[config.mk]
export PLATFORM = sky130hd
export DESIGN_NAME = machine_trap_unit
export DESIGN_NICKNAME = d
export VERILOG_FILES = /design/src/trap_pkg.sv /design/src/machine_trap_unit.sv /design/src/irq_pick.sv /design/src/sync2.sv
export SDC_FILE = /design/constraint.sdc
export NUM_CORES = 1
export LEC_CHECK = 0
export BUFFER_PORTS_ARGS = -buffer_cell sky130_fd_sc_hd__buf_4
export CAP_MARGIN = 25
export CORE_MARGIN = 1.5
export CORE_UTILIZATION = 45
export CTS_BUF_LIST = sky130_fd_sc_hd__clkbuf_8
export DETAILED_ROUTE_END_ITERATION = 12
export PLACE_DENSITY_LB_ADDON = 0.05
export SYNTH_ARGS = -nofsm -noshare
export SYNTH_HDL_FRONTEND = slang
export SYNTH_SLANG_ARGS = --single-unit
[constraint.sdc]
create_clock -name clk_sys -period 2.5 [get_ports clk_sys]
set_input_delay 0.375 -clock clk_sys [delete_from_list [all_inputs] [get_ports clk_sys]]
set_output_delay 0.375 -clock clk_sys [all_outputs]
set_load 0.02 [all_outputs]
[src/trap_pkg.sv]
// Purpose: Shared constants and types for the machine trap unit
// Assumes: 32-bit core, control registers reached by 12-bit CSR address
// Notes:   All field positions, codes and masks live here
package trap_pkg;
    // CSR addresses
    localparam logic [11:0] CSR_STATUS  = 12'h300;
    localparam logic [11:0] CSR_IE      = 12'h304;
    localparam logic [11:0] CSR_TVEC    = 12'h305;
    localparam logic [11:0] CSR_EPC     = 12'h341;
    localparam logic [11:0] CSR_CAUSE   = 12'h342;
    localparam logic [11:0] CSR_TVAL    = 12'h343;
    localparam logic [11:0] CSR_IP      = 12'h344;
    localparam logic [11:0] CSR_MISC    = 12'h7d0;
    // Status fields
    localparam int GIE_BIT   = 3;
    localparam int PIE_BIT   = 7;
    localparam int PP_LO     = 11;
    localparam int PP_HI     = 12;
    localparam logic [1:0] PRIV_USER    = 2'h0;
    localparam logic [1:0] PRIV_MACHINE = 2'h3;
    // Interrupt bit positions, shared by enable, pending and cause code
    localparam int SWI_BIT   = 3;
    localparam int TMI_BIT   = 7;
    localparam int EXI_BIT   = 11;
    localparam int BUS_BIT   = 17;
    localparam int PRF_BIT   = 18;
    localparam logic [31:0] IE_MASK = 32'h0006_0888;
    localparam logic [31:0] IP_RW_MASK = 32'h0006_0000;
    localparam int CAUSE_INT_BIT = 31;
    localparam logic [31:0] TVEC_MASK = 32'hffff_fffc;
    localparam logic [31:0] EPC_MASK  = 32'hffff_fffe;
    localparam logic [31:0] VEC_ENTRY_BYTES = 32'h0000_0004;
    // Exception codes
    localparam logic [5:0] EXC_IMISALIGN = 6'h00;
    localparam logic [5:0] EXC_IFAULT    = 6'h01;
    localparam logic [5:0] EXC_ILLEGAL   = 6'h02;
    localparam logic [5:0] EXC_BREAK     = 6'h03;
    localparam logic [5:0] EXC_LMISALIGN = 6'h04;
    localparam logic [5:0] EXC_LFAULT    = 6'h05;
    localparam logic [5:0] EXC_SMISALIGN = 6'h06;
    localparam logic [5:0] EXC_SFAULT    = 6'h07;
    localparam logic [5:0] EXC_ECALL_U   = 6'h08;
    localparam logic [5:0] EXC_ECALL_M   = 6'h0b;
    localparam logic [5:0] EXC_STK_OVER  = 6'h20;
    localparam logic [5:0] EXC_STK_UNDER = 6'h21;
    localparam int EXC_COUNT = 12;

    // Exception report from the pipeline for the instruction at the boundary
    typedef struct packed {
        logic        valid;
        logic [5:0]  code;
        logic [31:0] pc;
        logic [31:0] tval;
    } exc_req_t;

    // CSR access from the pipeline
    typedef struct packed {
        logic        rd;
        logic        wr;
        logic [11:0] addr;
        logic [31:0] wdata;
    } csr_req_t;

    // Redirect to the fetch unit
    typedef struct packed {
        logic        valid;
        logic        vec_fetch;
        logic [31:0] target;
    } redirect_t;

    // Trap kind chosen this cycle
    typedef enum logic [2:0] {
        TK_NONE = 3'b001,
        TK_EXC  = 3'b010,
        TK_INT  = 3'b100
    } trap_kind_t;
endpackage

[src/machine_trap_unit.sv]
// Purpose: Machine-mode trap entry, return and trap CSRs of the core
// Assumes: Pipeline reports one exception per boundary; pins are async
// Notes:   Vector table read is requested from fetch, not done here
//
// What this block does
// - Three interrupt pins: timer, software, external; timer and software are local
// - Internal interrupts on bus error and performance counter overflow
// - Pending and enable bit per interrupt; global enable blocks all
// - Enables at bits 3, 7, 11, 17, 18, read/write, reset zero
// - Priority: perf overflow, bus error, external, software, timer
// - Return address is the faulting or interrupted instruction
// - Entry saves privilege to 12:11, enable 3 to 7, clears enable
// - Entry updates cause and switches to machine mode
// - Misaligned and access-fault exceptions also write trap value
// - Vectored mode off: jump to the vector base
// - Vectored mode on: base starts a table of 4-byte entries
// - Exceptions and local interrupts use entry zero with standard cause
// - External source i uses table entry i
// - Return loads PC from saved address, privilege from prior field
// - Return restores enable, sets prior enable 1, prior privilege user
// - Return uses whatever software wrote into the saved fields
// - Prior privilege 0 user, 3 machine; resets to 3, enables to 0
// - Illegal instruction on bad opcode, privilege or CSR misuse
// - Fetch and load bus errors raise access faults
// - Misaligned jumps, breakpoints, calls, stack faults raise exceptions
// - Cause bit 31 marks interrupts except vectored external (source ID); codes 3, 7, 11, 17, 18
// - Exception codes 0 to 8, 11, 32 and 33
// - Vector base low two bits read zero
// - Pending 3, 7, 11 read-only; 17, 18 read/write
`timescale 1ns/1ps
`default_nettype none
module machine_trap_unit
    import trap_pkg::*;
(
    input  wire logic        clk_sys,
    input  wire logic        arst_n,
    input  wire logic        ce,
    input  wire logic        timer_interrupt,
    input  wire logic        software_interrupt,
    input  wire logic        external_interrupt,
    input  wire logic [9:0]  ext_source_id,
    input  wire logic        bus_error_event,
    input  wire logic        perf_overflow_event,
    input  wire logic        boundary,
    input  wire logic [31:0] boundary_pc,
    input  wire exc_req_t    exc,
    input  wire logic        mret,
    input  wire csr_req_t    csr,
    output logic [31:0]      csr_rdata,
    output logic             csr_illegal,
    output redirect_t        redirect,
    output logic [1:0]       priv_level
);
    // ------------------------------------------------------------
    // Pin synchronisation
    // ------------------------------------------------------------
    logic [2:0] pins_s;
    logic [9:0] src_id_r;
    logic [9:0] src_id_nxt;
    sync2 #(.W(3)) u_sync (
        .clk_sys (clk_sys),
        .arst_n  (arst_n),
        .ce      (ce),
        .d       ({external_interrupt, software_interrupt, timer_interrupt}),
        .q       (pins_s)
    );
    // Source ID rides with the request; two-cycle delay is matched
    logic [9:0] src_meta_r;
    always_ff @(posedge clk_sys or negedge arst_n) begin
        if (!arst_n) begin
            src_meta_r <= '0;
            src_id_r   <= '0;
        end else if (ce) begin
            src_meta_r <= ext_source_id;
            src_id_r   <= src_id_nxt;
        end
    end
    assign src_id_nxt = src_meta_r;

    // ------------------------------------------------------------
    // Architectural state
    // ------------------------------------------------------------
    logic        gie_r, gie_nxt;
    logic        pie_r, pie_nxt;
    logic [1:0]  pp_r, pp_nxt;
    logic [1:0]  priv_r, priv_nxt;
    logic [31:0] ie_r, ie_nxt;
    logic        ip_bus_r, ip_bus_nxt;
    logic        ip_prf_r, ip_prf_nxt;
    logic [31:0] tvec_r, tvec_nxt;
    logic [31:0] epc_r, epc_nxt;
    logic [31:0] cause_r, cause_nxt;
    logic [31:0] tval_r, tval_nxt;
    logic        vecmode_r, vecmode_nxt;
    redirect_t   redir_r, redir_nxt;

    logic [31:0] status_view;
    logic [31:0] ip_view;
    logic        int_take;
    logic [4:0]  int_code;
    trap_kind_t  kind;

    // Status word as seen by software
    always_comb begin
        status_view = '0;
        status_view[GIE_BIT] = gie_r;
        status_view[PIE_BIT] = pie_r;
        status_view[PP_HI:PP_LO] = pp_r;
    end

    // Pin pendings read-only, internal ones writable
    always_comb begin
        ip_view = '0;
        ip_view[SWI_BIT] = pins_s[1];
        ip_view[TMI_BIT] = pins_s[0];
        ip_view[EXI_BIT] = pins_s[2];
        ip_view[BUS_BIT] = ip_bus_r;
        ip_view[PRF_BIT] = ip_prf_r;
    end

    // Arbitration of pending and enabled interrupts
    irq_pick u_pick (
        .pending (ip_view),
        .enable  (ie_r),
        .gie     (gie_r),
        .take    (int_take),
        .code    (int_code)
    );

    // Traps only at a boundary; exception beats interrupt there
    always_comb begin
        kind = TK_NONE;
        if (boundary && exc.valid) begin
            kind = TK_EXC;
        end else if (boundary && int_take) begin
            kind = TK_INT;
        end
    end

    // Codes that carry a faulting address into the trap value
    function automatic logic addr_exc(input logic [5:0] c);
        addr_exc = (c == EXC_IMISALIGN) || (c == EXC_IFAULT) ||
                   (c == EXC_LMISALIGN) || (c == EXC_LFAULT) ||
                   (c == EXC_SMISALIGN) || (c == EXC_SFAULT);
    endfunction

    // Known CSR address check
    function automatic logic csr_known(input logic [11:0] a);
        csr_known = (a == CSR_STATUS) || (a == CSR_IE) || (a == CSR_TVEC) ||
                    (a == CSR_EPC) || (a == CSR_CAUSE) || (a == CSR_TVAL) ||
                    (a == CSR_IP) || (a == CSR_MISC);
    endfunction

    // Unknown CSR or access from user mode is illegal
    assign csr_illegal = (csr.rd || csr.wr) &&
                         (!csr_known(csr.addr) || (priv_r != PRIV_MACHINE));

    // ------------------------------------------------------------
    // Next-state logic: CSR writes, trap entry, return
    // ------------------------------------------------------------
    always_comb begin
        gie_nxt     = gie_r;
        pie_nxt     = pie_r;
        pp_nxt      = pp_r;
        priv_nxt    = priv_r;
        ie_nxt      = ie_r;
        ip_bus_nxt  = ip_bus_r;
        ip_prf_nxt  = ip_prf_r;
        tvec_nxt    = tvec_r;
        epc_nxt     = epc_r;
        cause_nxt   = cause_r;
        tval_nxt    = tval_r;
        vecmode_nxt = vecmode_r;
        redir_nxt   = '0;
        // Software writes first so that hardware events below win
        if (csr.wr && !csr_illegal) begin
            if (csr.addr == CSR_STATUS) begin
                gie_nxt = csr.wdata[GIE_BIT];
                pie_nxt = csr.wdata[PIE_BIT];
                // Reserved privilege codes are not stored
                if (csr.wdata[PP_HI:PP_LO] == PRIV_USER ||
                    csr.wdata[PP_HI:PP_LO] == PRIV_MACHINE) begin
                    pp_nxt = csr.wdata[PP_HI:PP_LO];
                end
            end else if (csr.addr == CSR_IE) begin
                // Only the five enable bits are stored
                ie_nxt = csr.wdata & IE_MASK;
            end else if (csr.addr == CSR_TVEC) begin
                tvec_nxt = csr.wdata & TVEC_MASK;
            end else if (csr.addr == CSR_EPC) begin
                epc_nxt = csr.wdata & EPC_MASK;
            end else if (csr.addr == CSR_CAUSE) begin
                cause_nxt = csr.wdata;
            end else if (csr.addr == CSR_TVAL) begin
                tval_nxt = csr.wdata;
            end else if (csr.addr == CSR_IP) begin
                ip_bus_nxt = csr.wdata[BUS_BIT];
                ip_prf_nxt = csr.wdata[PRF_BIT];
            end else if (csr.addr == CSR_MISC) begin
                vecmode_nxt = csr.wdata[0];
            end
        end
        // Internal events set pending; set wins over a clear
        if (bus_error_event) begin
            ip_bus_nxt = 1'b1;
        end
        if (perf_overflow_event) begin
            ip_prf_nxt = 1'b1;
        end
        if (kind != TK_NONE) begin
            // Return address of the boundary instruction
            epc_nxt = (kind == TK_EXC) ? (exc.pc & EPC_MASK) : (boundary_pc & EPC_MASK);
            // Save privilege and enable, then mask
            pp_nxt  = priv_r;
            pie_nxt = gie_r;
            gie_nxt = 1'b0;
            priv_nxt = PRIV_MACHINE;
            redir_nxt.valid  = 1'b1;
            redir_nxt.target = tvec_r;
            if (kind == TK_EXC) begin
                cause_nxt = {26'h0, exc.code};
                redir_nxt.vec_fetch = vecmode_r; // Entry zero when vectored
                // Faulting address for misaligned and fault codes
                if (addr_exc(exc.code)) begin
                    tval_nxt = exc.tval;
                end
            end else if (vecmode_r && int_code == 5'(EXI_BIT)) begin
                // Entry i of the table, cause holds the source ID
                cause_nxt = {22'h0, src_id_r};
                redir_nxt.vec_fetch = 1'b1;
                redir_nxt.target = tvec_r + ({22'h0, src_id_r} * VEC_ENTRY_BYTES);
            end else begin
                cause_nxt = {1'b1, 26'h0, int_code};
                redir_nxt.vec_fetch = vecmode_r;
            end
            // Non-vectored target stays the base itself
        end else if (boundary && mret && priv_r == PRIV_MACHINE) begin
            // Live saved values drive the return
            redir_nxt.valid  = 1'b1;
            redir_nxt.target = epc_r;
            priv_nxt = pp_r;
            // Restore and reset the saved context
            gie_nxt = pie_r;
            pie_nxt = 1'b1;
            pp_nxt  = PRIV_USER;
        end
    end

    // Registers, frozen while ce is low
    always_ff @(posedge clk_sys or negedge arst_n) begin
        if (!arst_n) begin
            gie_r     <= 1'b0;
            pie_r     <= 1'b0;
            pp_r      <= PRIV_MACHINE;
            priv_r    <= PRIV_MACHINE;
            ie_r      <= '0;
            ip_bus_r  <= 1'b0;
            ip_prf_r  <= 1'b0;
            tvec_r    <= '0;
            epc_r     <= '0;
            cause_r   <= '0;
            tval_r    <= '0;
            vecmode_r <= 1'b0;
            redir_r   <= '0;
        end else if (ce) begin
            gie_r     <= gie_nxt;
            pie_r     <= pie_nxt;
            pp_r      <= pp_nxt;
            priv_r    <= priv_nxt;
            ie_r      <= ie_nxt;
            ip_bus_r  <= ip_bus_nxt;
            ip_prf_r  <= ip_prf_nxt;
            tvec_r    <= tvec_nxt;
            epc_r     <= epc_nxt;
            cause_r   <= cause_nxt;
            tval_r    <= tval_nxt;
            vecmode_r <= vecmode_nxt;
            redir_r   <= redir_nxt;
        end
    end

    // ------------------------------------------------------------
    // Read mux
    // ------------------------------------------------------------
    always_comb begin
        csr_rdata = '0;
        if (!csr.rd || csr_illegal) begin
            csr_rdata = '0;
        end else if (csr.addr == CSR_STATUS) begin
            csr_rdata = status_view;
        end else if (csr.addr == CSR_IE) begin
            csr_rdata = ie_r;
        end else if (csr.addr == CSR_TVEC) begin
            csr_rdata = tvec_r;
        end else if (csr.addr == CSR_EPC) begin
            csr_rdata = epc_r;
        end else if (csr.addr == CSR_CAUSE) begin
            csr_rdata = cause_r;
        end else if (csr.addr == CSR_TVAL) begin
            csr_rdata = tval_r;
        end else if (csr.addr == CSR_IP) begin
            csr_rdata = ip_view;
        end else if (csr.addr == CSR_MISC) begin
            csr_rdata = {31'h0, vecmode_r};
        end
    end

    assign redirect   = redir_r;
    assign priv_level = priv_r;

    // ------------------------------------------------------------
    // Checks
    // ------------------------------------------------------------
    chk_entry_masks: assert property (@(posedge clk_sys) disable iff (!arst_n)
        (ce && kind != TK_NONE) |=> (!gie_r && pie_r == $past(gie_r) && priv_r == PRIV_MACHINE))
        else $error("trap entry did not save and mask enable");
    chk_int_cause_flag: assert property (@(posedge clk_sys) disable iff (!arst_n)
        (ce && kind == TK_INT && !vecmode_r) |=> (cause_r[CAUSE_INT_BIT] && redir_r.valid))
        else $error("interrupt cause lacks flag");
    chk_no_int_masked: assert property (@(posedge clk_sys) disable iff (!arst_n)
        (!gie_r) |-> (kind != TK_INT))
        else $error("interrupt taken with global enable clear");
    chk_prf_priority: assert property (@(posedge clk_sys) disable iff (!arst_n)
        (ce && kind == TK_INT && ip_prf_r && ie_r[PRF_BIT] && !vecmode_r)
        |=> (cause_r[4:0] == 5'(PRF_BIT)))
        else $error("perf overflow not highest priority");
    chk_ret_restore: assert property (@(posedge clk_sys) disable iff (!arst_n)
        (ce && kind == TK_NONE && boundary && mret && priv_r == PRIV_MACHINE)
        |=> (gie_r == $past(pie_r) && pie_r && pp_r == PRIV_USER && redir_r.target == $past(epc_r)))
        else $error("return did not restore context");
    chk_tvec_align: assert property (@(posedge clk_sys) disable iff (!arst_n)
        tvec_r[1:0] == 2'h0)
        else $error("vector base not word aligned");
    chk_bus_set_wins: assert property (@(posedge clk_sys) disable iff (!arst_n)
        (ce && bus_error_event) |=> ip_bus_r)
        else $error("bus error pending lost");
    chk_direct_target: assert property (@(posedge clk_sys) disable iff (!arst_n)
        (ce && kind != TK_NONE && !vecmode_r) |=> (redir_r.target == $past(tvec_r) && !redir_r.vec_fetch))
        else $error("direct mode target wrong");
endmodule // machine_trap_unit
`default_nettype wire

[src/irq_pick.sv]
// Purpose: Fixed-priority selection among enabled, pending interrupts
// Assumes: Inputs from the same clock domain
// Notes:   Pure combinational
`timescale 1ns/1ps
`default_nettype none
module irq_pick
    import trap_pkg::*;
(
    input  wire logic [31:0] pending,
    input  wire logic [31:0] enable,
    input  wire logic        gie,
    output logic             take,
    output logic [4:0]       code
);
    logic [31:0] ready;
    assign ready = pending & enable & IE_MASK;

    // Highest first: perf overflow, bus error, external, software, timer
    always_comb begin
        take = gie;
        code = 5'(TMI_BIT);
        if (ready[PRF_BIT]) begin
            code = 5'(PRF_BIT);
        end else if (ready[BUS_BIT]) begin
            code = 5'(BUS_BIT);
        end else if (ready[EXI_BIT]) begin
            code = 5'(EXI_BIT);
        end else if (ready[SWI_BIT]) begin
            code = 5'(SWI_BIT);
        end else if (ready[TMI_BIT]) begin
            code = 5'(TMI_BIT);
        end else begin
            take = 1'b0;
        end
    end
endmodule // irq_pick
`default_nettype wire

[src/sync2.sv]
// Purpose: Two-flop synchroniser for asynchronous interrupt levels
// Assumes: Level inputs held long enough to be seen
// Notes:   First stage feeds only the second
`timescale 1ns/1ps
`default_nettype none
module sync2 #(
    parameter int W = 3
) (
    input  wire logic         clk_sys,
    input  wire logic         arst_n,
    input  wire logic         ce,
    input  wire logic [W-1:0] d,
    output logic      [W-1:0] q
);
    logic [W-1:0] meta_r;
    logic [W-1:0] q_r;

    // Two stages, frozen while ce is low
    always_ff @(posedge clk_sys or negedge arst_n) begin
        if (!arst_n) begin
            meta_r <= '0;
            q_r    <= '0;
        end else if (ce) begin
            meta_r <= d;
            q_r    <= meta_r;
        end
    end
    assign q = q_r;
endmodule // sync2
`default_nettype wire

==> flow_summary.yaml <==
status:
  status: "complete, but fails checks"
  violations: "negative setup slack"
drt:
  drt_wl_total_um: 39410
  drc: 0
  vias_per_cell: 5.927
  drtIter0Drc: 1013
  via_count: 10430
  ant_nets: 0
  dr.pass1.iters: 8
  routedWlPerCell_um: 22.39
pwr:
  p_leak_uw: 0.006785
  power.density_nw_per_um2: 539.1
  ir_worst_vdd_mv: 0.3172
timing:
  setup_viol: 31
  min_period_over_period_pct: 109.3
  worst_slew_pin_slew_ns: 0.6133
  maxSlewHeadroom_pct: 59.12
  max_freq_ghz: 0.3660
  finalCriticalPeriod_ns: 2.732
  grt_setup_unrepaired: "true"
  fin_ws_ns: -0.2323
  clock-skew-final_ns: 0.01881
  hold_viol_final: 0
  whs_ns: 0.1055
  slew_viol_final: 0
critical_path:
  critPathTopFamily: "simple AND/OR/NAND/NOR gates"
  cp-start-kind: "primary input"
  cp_slowest_cell: "or4_4"
  cp_data_required_time_ns: 2.12
  crit_type: "primary input to output port"
  path_buf_inv: 4
  endpoint_kind: "output port"
  path_cells: "buf_6, or4_4, a21oi_2, a21oi_2, nor2_4, and3_4, o211ai_1, buf_4, clkbuf_16, a21oi_4, buf_6"
  worstPathArrival_ns: 2.36
  cp_max_fo: 4
  cp_slowest_stage_delay_ns: 0.54
synthesis:
  synth_cells: 1114
  syn_nets: 1294
  synth_seq_cells: 198
  syn_area_per_cell_sq_um: 9.545
  synth-edff-count: 0
  ys_warn_count: 0
  synth_flop_cell: "dfrtp_1"
  async_flop_share_pct: 100.0
  seq_area_frac_synth_pct: 46.65
  syn-cell-area_sq_um: 10630
  netlist-cell-type-count: 66
grt:
  grt_first_pass_wirelength_um: 59220
  grt_pass1_vias: 10210
  track_usage_pct: 32.34
  overflow: 0
  grt_max_degree: 56
  antenna_found_initial: 0
cells_and_area:
  nets: 1608
  area_growth_pct: 40.76
  final_cells: 1760
  drive_gt1_share_pct: 38.31
  fin_area_sq_um: 14970
  antennaDiodeCount: 0
floorplanning:
  die_h_um: 156.7
  coreArea_sq_um: 23330
  fp.dieW_um: 156.7
  rows: 56
  io_pins: 238
  dieArea_sq_um: 24560
  start_util_pct: 45.57
cts:
  insertion_delay_ns: 0.49
  cts_tree: "yes"
  ctsLongestPathBuffers: 2
  clkTransAtPathRegs_ns: 0.12
  cts-buffers-inserted: 17
  cts_htree_levels: 4
  clock-root-buffer: "clkbuf_8"
  clock_sinks: 198
placed_design:
  post_dp_cell_area_sq_um: 13560
  hpwl_um: 26960
  io_buffers: 234
  dp_cells: 1699
  place_congestion: 0.9527
min_path:
  worstHoldPathType: "primary input to flop"
run:
  drv_cap: 0
-- per-layer routing --
layer | wire length (um) | share of wire, % | GRT usage, %
met4 | 1464 | 3.7 | 12.20
met5 | 0 | 0 | 0
met2 | 18580 | 47 | 52.23
met3 | 2688 | 6.8 | 3.877
met1 | 16670 | 42 | 44.55
-- power by group --
part | switching (uW) | leakage (uW) | internal [uW]
logic | 891 | 0.00407 | 781
registers | 505 | 0.00252 | 3820
clock network | 1310 | 0.000197 | 764
total | 2710 | 0.00679 | 5360
-- per-stage QoR --
stage / setup WS [ns] / power, uW / utilization, % / TNS [ns]
floorplan: -0.05273 / 5079 / - / -1.055
global placement: -0.2196 / 5941 / 58.13 / -8.433
detailed placement: -0.2093 / 6005 / 58.13 / -11.61
CTS: -0.1851 / 8058 / 61.64 / -3.075
global route: -0.2748 / 8469 / 64.15 / -6.844
finish: -0.2323 / 8069 / 64.15 / -5.015
-- worst reg2reg max path, cell delays in order (launching register included) --
cell,delay [ns]
dfrtp_1,0.48
a22oi_1,0.52
nand2_1,0.18
a21o_1,0.26
nor2_1,0.44
buf_4,0.26
and3_1,0.17
a221o_1,0.11
-- cells by family after synthesis --
| logic type | synth area share [%] |
|---|---|
| adders and majority gates | 1.365 |
| buffers and inverters | 4.060 |
| AOI/OAI and AO/OA | 20.24 |
| xor gates and xnor gates | 2.306 |
| and+or+nand+nor | 16.64 |
| other | 0.03527 |
| DFF | 46.65 |
| muxes | 8.708 |
-- state kept, by name (all words and copies together) (netlist names) --
| register | flops |
|---|---|
| redirect | 33 |
| cause_r | 32 |
| tval_r | 32 |
| epc_r | 31 |
| tvec_r | 30 |
| src_id_nxt | 10 |
| src_id_r | 10 |
| ie_r | 5 |
| u_sync.meta_r | 3 |
| u_sync.q | 3 |
| pp_r | 2 |
| priv_level | 2 |
| gie_r | 1 |
| ip_bus_r | 1 |
| ip_prf_r | 1 |
| pie_r | 1 |
| vecmode_r | 1 |
-- layout by cell type (no fill, tap or decap), drive strengths merged, types with 9 or more instances in the layout --
| cell | Yosys | final |
|---|---|---|
| a21oi | 64 | 64 |
| o21ai | 61 | 61 |
| clkbuf | 50 | 21 |
| and3 | 26 | 26 |
| a22oi | 16 | 16 |
| xnor2 | 13 | 13 |
| nor3 | 14 | 14 |
| mux2 | 66 | 66 |
| inv | 13 | 20 |
| buf | 33 | 374 |
| a31oi | 9 | 9 |
| nand3 | 15 | 15 |
| nand2 | 162 | 162 |
| xor2 | 15 | 15 |
| o31ai | 36 | 36 |
| dfrtp | 194 | 194 |
| a222oi | 29 | 29 |
| ha | 10 | 10 |
| o22ai | 64 | 64 |
| nor2 | 126 | 126 |
| a221o | 14 | 14 |
-- layout make-up --
| class | instances | area [sq um] |
|---|---|---|
| fill | 1992 | 8366 |
| tap | 319 | 399.1 |
| clock inverter | 14 | 138.9 |
| timing repair buffer | 378 | 3425 |
| sequential | 198 | 4960 |
| inverter | 14 | 52.55 |
| multi-input combinational | 819 | 5744 |
| clock buffer | 18 | 247.7 |
-- timing repair --
action	in CTS	in global routing
endpoints found under the setup margin	45	58
hold endpoints to repair	47	0
hold buffers	1	0
pin swaps	20	21
resized for setup	52	107
cloned	5	3
buffers inserted	11	9
-- Yosys cell counts (3+ instances only) --
cell type	number	share of area [%]
nand2_1	160	5.6
a21oi_2	4	0.33
nand2b_1	3	0.18
nor3_1	12	0.56
a222oi_1	29	2.7
buf_1	5	0.18
ha_1	10	1.2
o21ai_0	23	1.1
dfstp_2	4	0.99
o31ai_1	36	2.5
a32oi_1	3	0.25
mux2_2	27	2.9
a221oi_1	4	0.33
and3_1	26	1.5
nor3b_1	4	0.28
dfrtp_1	194	46
and2_1	6	0.35
a31oi_1	9	0.53
o22ai_1	64	3.8
buf_2	24	1.1
a21oi_1	60	2.8
o211ai_1	6	0.42
xnor2_1	13	1.1
buf_8	3	0.42
nand4_1	5	0.29
nor2_1	123	4.3
a221o_1	14	1.3
o21ai_1	38	1.8
inv_1	13	0.46
xor2_1	15	1.2
nor4_1	4	0.24
a22oi_1	16	1.1
mux2i_1	7	0.66
mux2_1	9	0.95
a211oi_1	5	0.35
nand3_1	15	0.71
mux2_4	30	4.2
clkbuf_1	50	1.8
-- path summary, 6_finish.rpt --
| kind | depth (start not counted) | slack, ns | to | from |
|---|---|---|---|---|
| max reg2reg | 7 | 0.03 | redirect[22] | u_sync.q[2] |
| max in group asynchronous | 3 | 1.32 | cause_r[23] | arst_n |
| max | 11 | -0.23 | csr_rdata[8] | csr[35] |
| min | 2 | 0.11 | u_sync.meta_r[2] | external_interrupt |
| min in group asynchronous | 2 | 0.42 | ip_bus_r | arst_n |
| min reg2reg | 2 | 0.50 | cause_r[26] | cause_r[26] |
Power figures use the tool's default switching activity.
